`config.mk`:
```
export PLATFORM = sky130hd
export DESIGN_NAME = smsc_stop_ctrl
export DESIGN_NICKNAME = d
export VERILOG_FILES = /design/src/rtl/smsc_pkg.sv /design/src/rtl/smsc_stop_ctrl.sv
export SDC_FILE = /design/constraint.sdc
export NUM_CORES = 1
export LEC_CHECK = 0
export BUFFER_PORTS_ARGS = -buffer_cell sky130_fd_sc_hd__buf_2
export CAP_MARGIN = 20
export CELL_PAD_IN_SITES_DETAIL_PLACEMENT = 1
export CELL_PAD_IN_SITES_GLOBAL_PLACEMENT = 2
export CORE_MARGIN = 5
export CORE_UTILIZATION = 38
export DETAILED_ROUTE_END_ITERATION = 8
export GPL_TIMING_DRIVEN = 0
export PLACE_DENSITY = 0.87
export SYNTH_ARGS = -nofsm -noshare
export SYNTH_HDL_FRONTEND = slang
export SYNTH_SLANG_ARGS = --single-unit
```
`constraint.sdc`:
```
create_clock -name sys_clk -period 6.1 [get_ports sys_clk]
set_input_delay 0 -clock sys_clk [delete_from_list [all_inputs] [get_ports sys_clk]]
set_output_delay 0 -clock sys_clk [all_outputs]
set_load 0.01 [all_outputs]
```
`src/rtl/smsc_pkg.sv`:
```
package smsc_pkg;
  // standby sequencer states
  typedef enum logic [1:0]
  {
    SMSC_RUN  = 2'b00,  // cpu executing
    SMSC_STOP = 2'b01,  // deep standby, clocks gated
    SMSC_WAIT = 2'b10   // halt-like stabilization wait
  } smsc_state_t;

  // width of the stabilization time select code
  localparam int SMSC_STAB_SEL_W = 3;
  // reset value of the stabilization time select register
  localparam logic [SMSC_STAB_SEL_W-1:0] SMSC_STAB_SEL_RST = 3'h5;
  // shortest stabilization wait, as a power of two of cycles
  localparam int SMSC_WAIT_BASE_LOG2 = 11;
  // counter width to hold the longest wait
  localparam int SMSC_WAIT_CNT_W = 20;
  // register bus
  localparam int SMSC_ADDR_W = 4;
  localparam logic [SMSC_ADDR_W-1:0] SMSC_REG_CTRL = 4'h0;
  localparam logic [SMSC_ADDR_W-1:0] SMSC_REG_SEL = 4'h1;
  localparam logic [SMSC_ADDR_W-1:0] SMSC_REG_STAT = 4'h2;
  localparam logic [SMSC_ADDR_W-1:0] SMSC_REG_STAB = 4'h3;
  // control register fields
  localparam int SMSC_CTRL_WDT_SWSTOP = 0;   // option: low-speed osc sw stop
  localparam int SMSC_CTRL_RL_EN = 1;        // low-speed oscillator run
  localparam int SMSC_CTRL_XT_EN = 2;        // sub crystal run
  localparam int SMSC_CTRL_EXT_SUB = 3;      // external subsystem clock used
  localparam logic [7:0] SMSC_CTRL_RST = 8'h02;
  // count clock select fields (one bit each)
  localparam int SMSC_SEL_A_EXT = 0;   // counter a on its external input
  localparam int SMSC_SEL_B_EXT = 1;   // counter b on its external input
  localparam int SMSC_SEL_ITA_CA = 2;  // interval timer a on counter a out
  localparam int SMSC_SEL_ITB_RL = 3;  // interval timer b on low-speed clk
  localparam int SMSC_SEL_WT_SUB = 4;  // watch timer on subsystem clock
  localparam int SMSC_SEL_CO_SUB = 5;  // clock output on subsystem clock
  localparam int SMSC_SEL_A_RUN = 6;   // counter a enabled
  localparam logic [7:0] SMSC_SEL_RST = 8'h00;

  // clock enables handed to the peripherals
  typedef struct packed
  {
    logic cpu;
    logic main_osc;
    logic ext_main;
    logic flash;
    logic counter16;
    logic buzzer;
    logic counter_a;
    logic counter_b;
    logic interval_timer_a;
    logic interval_timer_b;
    logic watch_timer;
    logic clock_out;
    logic watchdog;
    logic sub_crystal_clock;
    logic low_speed_internal_clock;
  } smsc_gate_t;
endpackage

```
`src/rtl/smsc_stop_ctrl.sv`:
```
`timescale 1ns/10ps
module smsc_stop_ctrl
(
  // clock and reset
  input  wire logic                               sys_clk,
  input  wire logic                               rst_b,
  // cpu handshake
  input  wire logic                               stop_exec,
  input  wire logic                               cpu_on_main,
  input  wire logic                               irq_pending,
  input  wire logic                               ext_sub_active,
  // register port
  input  wire logic [smsc_pkg::SMSC_ADDR_W-1:0]   reg_addr,
  input  wire logic [7:0]                         reg_wdata,
  input  wire logic                               reg_wr,
  input  wire logic                               reg_rd,
  output logic      [7:0]                         reg_rdata,
  // state and clock enables
  output logic                                    in_standby,
  output smsc_pkg::smsc_gate_t                    gate
);
  import smsc_pkg::*;

  smsc_state_t                state;        // sequencer state
  smsc_state_t                next_state;   // next sequencer state
  logic [7:0]                 ctrl;         // oscillator / option bits
  logic [7:0]                 sel;          // count clock selections
  logic [SMSC_STAB_SEL_W-1:0] stabilization_time_select; // wait code
  logic [SMSC_WAIT_CNT_W-1:0] wait_cnt;     // stabilization counter
  logic [SMSC_WAIT_CNT_W-1:0] wait_len;     // selected wait length
  smsc_gate_t                 next_gate;    // combinational enables

  // bus decode
  wire wr_ctrl = reg_wr && (reg_addr == SMSC_REG_CTRL);
  wire wr_sel  = reg_wr && (reg_addr == SMSC_REG_SEL);
  wire wr_stab = reg_wr && (reg_addr == SMSC_REG_STAB);
  wire stop_ok = stop_exec && cpu_on_main;
  wire go_stop = (state == SMSC_RUN) && stop_ok && !irq_pending;
  wire go_wait = (state == SMSC_RUN) && stop_ok && irq_pending;
  wire wait_done = (state == SMSC_WAIT) && (wait_cnt == wait_len);
  wire standby = (next_state == SMSC_STOP);
  wire ctr_a_on = sel[SMSC_SEL_A_RUN] && sel[SMSC_SEL_A_EXT];
  wire sub_on = ctrl[SMSC_CTRL_EXT_SUB] ? ext_sub_active
                                        : ctrl[SMSC_CTRL_XT_EN];
  wire [7:0] stat_word = {6'h00, state};
  wire [7:0] rd_mux = (reg_addr == SMSC_REG_CTRL) ? ctrl :
                      (reg_addr == SMSC_REG_SEL)  ? sel :
                      (reg_addr == SMSC_REG_STAT) ? stat_word :
                      (reg_addr == SMSC_REG_STAB) ?
                        {5'h00, stabilization_time_select} : 8'h00;

  // wait length doubles per select step; reason: one shift, no table
  assign wait_len = SMSC_WAIT_CNT_W'(
    (1 << (SMSC_WAIT_BASE_LOG2 + int'(stabilization_time_select))) - 1);

  // the counter must hold the longest selectable wait, else waits wrap
  if (SMSC_WAIT_BASE_LOG2 + (1 << SMSC_STAB_SEL_W) - 1 > SMSC_WAIT_CNT_W)
  begin
    $error("wait counter narrower than longest wait");
  end

  // next state; interrupt in standby also releases via wait
  always_comb
  begin
    next_state = state;
    unique case (state)
      SMSC_RUN:
      begin
        if (go_stop)
          next_state = SMSC_STOP;
        else if (go_wait)
          next_state = SMSC_WAIT;
      end
      SMSC_STOP:
      begin
        if (irq_pending)
          next_state = SMSC_WAIT;
      end
      SMSC_WAIT:
      begin
        if (wait_done)
          next_state = SMSC_RUN;
      end
      default:
        next_state = SMSC_RUN;
    endcase
  end

  // clock enables; ram and port latches are never reset here
  always_comb
  begin
    next_gate = '1;
    next_gate.sub_crystal_clock = sub_on;
    next_gate.low_speed_internal_clock = ctrl[SMSC_CTRL_RL_EN];
    next_gate.counter_a = sel[SMSC_SEL_A_RUN];
    next_gate.watchdog = !(ctrl[SMSC_CTRL_WDT_SWSTOP] &&
                           !ctrl[SMSC_CTRL_RL_EN]);
    if (standby || next_state == SMSC_WAIT)
      next_gate.cpu = 1'b0;
    if (standby)
    begin
      next_gate.main_osc = 1'b0;
      next_gate.ext_main = 1'b0;
      next_gate.flash = 1'b0;
      next_gate.counter16 = 1'b0;
      next_gate.buzzer = 1'b0;
      next_gate.counter_a = ctr_a_on;
      next_gate.counter_b = sel[SMSC_SEL_B_EXT];
      next_gate.interval_timer_a = sel[SMSC_SEL_ITA_CA] &&
                                   ctr_a_on;
      next_gate.interval_timer_b = sel[SMSC_SEL_ITB_RL] &&
                                   ctrl[SMSC_CTRL_RL_EN];
      next_gate.watch_timer = sel[SMSC_SEL_WT_SUB] && sub_on;
      next_gate.clock_out = sel[SMSC_SEL_CO_SUB] && sub_on;
      next_gate.watchdog = !ctrl[SMSC_CTRL_WDT_SWSTOP] ||
                           ctrl[SMSC_CTRL_RL_EN];
    end
  end

  // state, counter and outputs
  always_ff @(posedge sys_clk or negedge rst_b)
  begin
    if (!rst_b)
    begin
      state <= SMSC_RUN;
      wait_cnt <= '0;
      in_standby <= 1'b0;
      gate <= '1;
    end
    else
    begin
      state <= next_state;
      wait_cnt <= (next_state == SMSC_WAIT && state == SMSC_WAIT) ?
                  wait_cnt + 1'b1 : '0;
      in_standby <= standby;
      gate <= next_gate;
    end
  end

  // registers; writes are taken in every state, standby included
  always_ff @(posedge sys_clk or negedge rst_b)
  begin
    if (!rst_b)
    begin
      ctrl <= SMSC_CTRL_RST;
      sel <= SMSC_SEL_RST;
      stabilization_time_select <= SMSC_STAB_SEL_RST;
      reg_rdata <= 8'h00;
    end
    else
    begin
      if (wr_ctrl)
        ctrl <= {4'h0, reg_wdata[3:0]};
      if (wr_sel)
        sel <= {1'b0, reg_wdata[6:0]};
      if (wr_stab)
        stabilization_time_select <= reg_wdata[SMSC_STAB_SEL_W-1:0];
      reg_rdata <= reg_rd ? rd_mux : 8'h00;
    end
  end

  // checks
  property p_entry;
    @(posedge sys_clk) disable iff (!rst_b)
    (state == SMSC_RUN && !stop_ok) |=> state == SMSC_RUN;
  endproperty
  a_entry: assert property (p_entry) else $error("stray entry");

  property p_main;
    @(posedge sys_clk) disable iff (!rst_b)
    (stop_exec && !cpu_on_main && state == SMSC_RUN) |=> state == SMSC_RUN;
  endproperty
  a_main: assert property (p_main) else $error("entry off main");

  property p_wait;
    @(posedge sys_clk) disable iff (!rst_b)
    go_wait |=> state == SMSC_WAIT ##1 (state == SMSC_WAIT)[*1];
  endproperty
  a_wait: assert property (p_wait) else $error("no halt wait");

  property p_cpu;
    @(posedge sys_clk) disable iff (!rst_b)
    go_stop |=> !gate.cpu && in_standby;
  endproperty
  a_cpu: assert property (p_cpu) else $error("cpu clock on");

  property p_osc;
    @(posedge sys_clk) disable iff (!rst_b)
    in_standby |-> !gate.main_osc && !gate.ext_main;
  endproperty
  a_osc: assert property (p_osc) else $error("main osc on");

  property p_stop9;
    @(posedge sys_clk) disable iff (!rst_b)
    in_standby |-> !gate.flash && !gate.counter16 && !gate.buzzer;
  endproperty
  a_stop9: assert property (p_stop9) else $error("periph on");

  property p_cta;
    @(posedge sys_clk) disable iff (!rst_b)
    in_standby |-> (gate.counter_a == $past(ctr_a_on));
  endproperty
  a_cta: assert property (p_cta) else $error("counter a gate");

  property p_ita;
    @(posedge sys_clk) disable iff (!rst_b)
    (in_standby && gate.interval_timer_a) |-> gate.counter_a;
  endproperty
  a_ita: assert property (p_ita) else $error("itimer a gate");

  property p_wt;
    @(posedge sys_clk) disable iff (!rst_b)
    (in_standby && gate.watch_timer) |-> gate.sub_crystal_clock;
  endproperty
  a_wt: assert property (p_wt) else $error("watch gate");

  property p_wdt;
    @(posedge sys_clk) disable iff (!rst_b)
    (in_standby && !$past(ctrl[SMSC_CTRL_WDT_SWSTOP])) |-> gate.watchdog;
  endproperty
  a_wdt: assert property (p_wdt) else $error("watchdog off");

  property p_release;
    @(posedge sys_clk) disable iff (!rst_b)
    (state == SMSC_WAIT && wait_done) |=> state == SMSC_RUN && gate.cpu;
  endproperty
  a_release: assert property (p_release) else $error("no wake");

  // standby is left only through a pending interrupt; the cpu clock
  // must stay cut for every cycle of it, not just the first
  property p_hold;
    @(posedge sys_clk) disable iff (!rst_b)
    (state == SMSC_STOP && !irq_pending) |=> state == SMSC_STOP && !gate.cpu;
  endproperty
  a_hold: assert property (p_hold) else $error("standby left");

  // counter b keeps its enable only when its external input counts;
  // the selection seen is the one in force when the gate was built
  property p_ctb;
    @(posedge sys_clk) disable iff (!rst_b)
    in_standby |-> (gate.counter_b == $past(sel[SMSC_SEL_B_EXT]));
  endproperty
  a_ctb: assert property (p_ctb) else $error("counter b gate");

  // interval timer b runs only from a low-speed oscillator left running;
  // selecting it while the oscillator is off gives no clock at all
  property p_itb;
    @(posedge sys_clk) disable iff (!rst_b)
    in_standby |-> (gate.interval_timer_b ==
                    ($past(sel[SMSC_SEL_ITB_RL]) &&
                     $past(ctrl[SMSC_CTRL_RL_EN])));
  endproperty
  a_itb: assert property (p_itb) else $error("itimer b gate");

  // the low-speed oscillator follows its run bit, one cycle late
  property p_rl;
    @(posedge sys_clk) disable iff (!rst_b)
    in_standby |->
      (gate.low_speed_internal_clock == $past(ctrl[SMSC_CTRL_RL_EN]));
  endproperty
  a_rl: assert property (p_rl) else $error("low-speed osc");

  // sub clock: an external one follows its pin, the crystal its run bit;
  // the pin is not filtered, so a stalled source drops the domain at once
  property p_sub;
    @(posedge sys_clk) disable iff (!rst_b)
    in_standby |->
      (gate.sub_crystal_clock == ($past(ctrl[SMSC_CTRL_EXT_SUB]) ?
                                  $past(ext_sub_active) :
                                  $past(ctrl[SMSC_CTRL_XT_EN])));
  endproperty
  a_sub: assert property (p_sub) else $error("sub clk");

  // clock output survives only on a live sub clock
  property p_co;
    @(posedge sys_clk) disable iff (!rst_b)
    in_standby |->
      (gate.clock_out == ($past(sel[SMSC_SEL_CO_SUB]) &&
                          gate.sub_crystal_clock));
  endproperty
  a_co: assert property (p_co) else $error("clock out gate");

  // main scenarios: entry, collapse, release, refusal and wake request

  c_stop: cover property (@(posedge sys_clk) disable iff (!rst_b) go_stop);
  c_wait: cover property (@(posedge sys_clk) disable iff (!rst_b) go_wait);
  c_done: cover property (@(posedge sys_clk) disable iff (!rst_b) wait_done);
  c_refuse: cover property (@(posedge sys_clk) disable iff (!rst_b)
    stop_exec && !cpu_on_main && state == SMSC_RUN);
  c_wake: cover property (@(posedge sys_clk) disable iff (!rst_b)
    state == SMSC_STOP && irq_pending);
endmodule

```
==> impl_metrics.env <==
export IMPL_status="completed"
export IMPL_cp_start_kind="flop"
export IMPL_clock_sinks=55
export IMPL_max_freq_mhz=268
export IMPL_clk_pin_slew_ps=110
export IMPL_use_met2_pct=26.7
export IMPL_io_pins=44
export IMPL_drc=0
export IMPL_die_h_um=97.6
export IMPL_hold_viol=0
export IMPL_ys_seq_elements=55
export IMPL_worst_slew_pin_slew_ps=489
export IMPL_busiest_layer="met2"
export IMPL_slew_headroom_pct=67.2
export IMPL_synth_edf_count=0
export IMPL_wl_per_cell_um=15.9
export IMPL_synth_compound_area_share_pct=12.7
export IMPL_cts_buffer_depth=2
export IMPL_fp_coreArea_sq_mm=0.00761
export IMPL_yosys_warnings=0
export IMPL_diodes=0
export IMPL_grt_pass1_vias=2518
export IMPL_cp_end_kind="flop"
export IMPL_multi_input_area_sq_mm=0.00134
export IMPL_grt_pass1_wl_mm=12.5
export IMPL_fp_row_count=32
export IMPL_finalPower_mw=1.01
export IMPL_gr_usage_met3_pct=3.30
export IMPL_post_cts_repair_setup_buffers=0
export IMPL_clockRootBuffer="clkbuf_8"
export IMPL_synth_xor_area_share_pct=6.01
export IMPL_yosys_area_share_simple_pct=19.9
export IMPL_worst_slack_ps=2360
export IMPL_async_flop_share_pct=100
export IMPL_clk_latency_ps=320
export IMPL_io_buffer_count=40
export IMPL_hpwl_mm=5.45
export IMPL_fill_cells=882
export IMPL_placed_cell_area_sq_mm=0.00326
export IMPL_use_met1_pct=20.6
export IMPL_netlist_area_sq_mm=0.00292
export IMPL_fin_setup_tns_ps=0
export IMPL_required_ps=6290
export IMPL_min_period_ps=3740
export IMPL_nNetsFinal=384
export IMPL_place_congestion=0.858
export IMPL_start_util_pct=38.3
export IMPL_synthToLayoutAreaGrowth_pct=19.2
export IMPL_pre_cts_ws_ps=2320
export IMPL_finalCritPeriodShare_pct=61.3
export IMPL_first_pass_iters=4
export IMPL_crit_fanout=10
export IMPL_routed_via_density=5.19
export IMPL_ctsHoldBuffers=11
export IMPL_synth_area_per_cell_sq_um=9.72
export IMPL_drive_above_1_share_pct=26.7
export IMPL_final_max_slew_viol_count=0
export IMPL_cts_inserted_buffers=5
export IMPL_cts_resized=0
export IMPL_power_density_mw_per_mm2=289
export IMPL_arrival_ps=3930
export IMPL_synth_top_family_by_area="simple AND/OR/NAND/NOR gates"
export IMPL_via_count=2398
export IMPL_stdcell_area_sq_mm=0.00348
export IMPL_antenna_found_initial=0
export IMPL_synth_ff_type="dfrtp_1"
export IMPL_grt_usage_pct=15.9
export IMPL_dieArea_sq_mm=0.00953
export IMPL_fp_dieW_um=97.6
export IMPL_skew_ps=4.65
export IMPL_ys_seq_area_share_pct=47.8
export IMPL_leakagePower_nw=1.50
export IMPL_path_class="flop to flop"
export IMPL_drv_cap=0
export IMPL_cts_tree="yes"
export IMPL_grt_max_degree=41
export IMPL_ir_drop_v=0.000113
export IMPL_ys_types=56
export IMPL_regArea_sq_mm=0.00139
export IMPL_antenna_left=0
export IMPL_synthAdderAreaFrac_pct=2.15
export IMPL_htreeDepth=2
export IMPL_drt_iter0_drc=59
export IMPL_postLayoutCoreUtil_pct=45.7
export IMPL_totalWireLength_mm=7.34
export IMPL_gr_total_overflow=0
export IMPL_rsz0062_at_grt="false"
export IMPL_synthMuxAreaShare_pct=5.23
export IMPL_synthCells=300
export IMPL_hold_class="input port to flop"
export IMPL_finalSetupViolCount=0
export IMPL_syn_num_nets=325
## through the flow
stage / cells / hold WS (ps)
after floorplan: 300 / -296
after global placement: 442 / 210
after detailed placement: 443 / -41.9
after CTS: 462 / 2.55
after global routing: 462 / 35.5
final: 462 / 9.55
## worst max-delay path, stage by stage, from the launching register on
cell,delay (ps)
dfrtp_1,390
buf_6,140
nor2_2,180
inv_2,80
ha_1,260
buf_2,170
buf_2,200
nor3b_1,210
a22oi_1,90
o22ai_1,150
a21oi_1,90
nor3_1,410
a21oi_1,160
ha_1,220
nand2_1,310
clkbuf_1,430
nor2_1,110
## layer usage
metal / vias up / wire length, um
li1: 1155 / -
met1: 1185 / 3380
met2: 44 / 3550
met3: 14 / 266
met4: 0 / 143
met5: - / 0
## final cells by class
class                   instances  share of cell area (%)
clock inverters                 2                   0.576
repair buffers                 52                    9.50
inverters                      13                    1.40
clock buffers                   6                    2.37
multi-input cells             209                    38.6
well taps                     102                    3.67
plain buffers                  23                    3.78
flip-flops and latches         55                    40.1
## state kept, by name, summed over array words and instances (netlist names)
name                       flops
wait_cnt                      20
gate                          11
reg_rdata                      7
sel                            7
ctrl                           4
stabilization_time_select      3
state                          2
in_standby                     1
## cells in the final DEF (no fill, tap or decap), drive strengths merged, types with 9 or more instances in the layout
cell type    instances
xor2                12
a21oi               13
mux2                10
dfstp               14
inv                 14
clkbuf              15
nand2b               9
buf                 55
o21ai               10
nand3               11
dlygate4sd3         11
dfrtp               41
nand2               27
nor2                34
## worst paths after layout
kind / to / slack, ps / cells after the start / startpoint
worst min-delay path: reg_rdata[3]$_DFF_PN0_ / 10 / 4 / reg_addr[2]
min in group asynchronous: wait_cnt[7]$_DFF_PN0_ / 130 / 2 / rst_b
worst max-delay path: wait_cnt[15]$_DFF_PN0_ / 2360 / 16 / stabilization_time_select[1]$_DFFE_PN0P_
max in group asynchronous: stabilization_time_select[0]$_DFFE_PN1P_ / 5360 / 3 / rst_b
worst min register to register: gate[0]$_DFF_PN1_ / 400 / 0 / ctrl[1]$_DFFE_PN1P_
worst max register to register: wait_cnt[15]$_DFF_PN0_ / 2360 / 16 / stabilization_time_select[1]$_DFFE_PN0P_
## cell families (layout without fill, tap and decap cells)
kind of cell | count (synthesis) | count (layout)
compound gates | 52 | 52
other cells | 1 | 1
mux | 14 | 14
buf+inv | 36 | 96
simple gates | 117 | 117
xor+xnor | 20 | 20
flops | 55 | 55
fa+ha+maj | 5 | 5
## cell usage after synthesis, drive strengths merged (5+ instances only)
library cell  count  area, sq um
mux2             10          113
clkbuf            9         33.8
nor2             34          130
nand2            27          104
ha                5         62.6
xnor2             8         70.1
nand4             6         37.5
nand3            11         55.1
inv              13         48.8
buf              14         97.6
nand2b            9         56.3
a21oi            13         68.8
o21ai            10         50.0
xor2             12          105
dfrtp            41         1030
dfstp            14          368
nor3              8         40.0
## power by group
part           total (mW)  internal (mW)  switching (mW)  leakage, nW
sequential          0.457          0.423          0.0339        0.695
clock               0.227         0.0960           0.131       0.0533
combinational       0.322          0.131           0.190        0.753
Note: power is estimated with default switching activity, not from simulation.
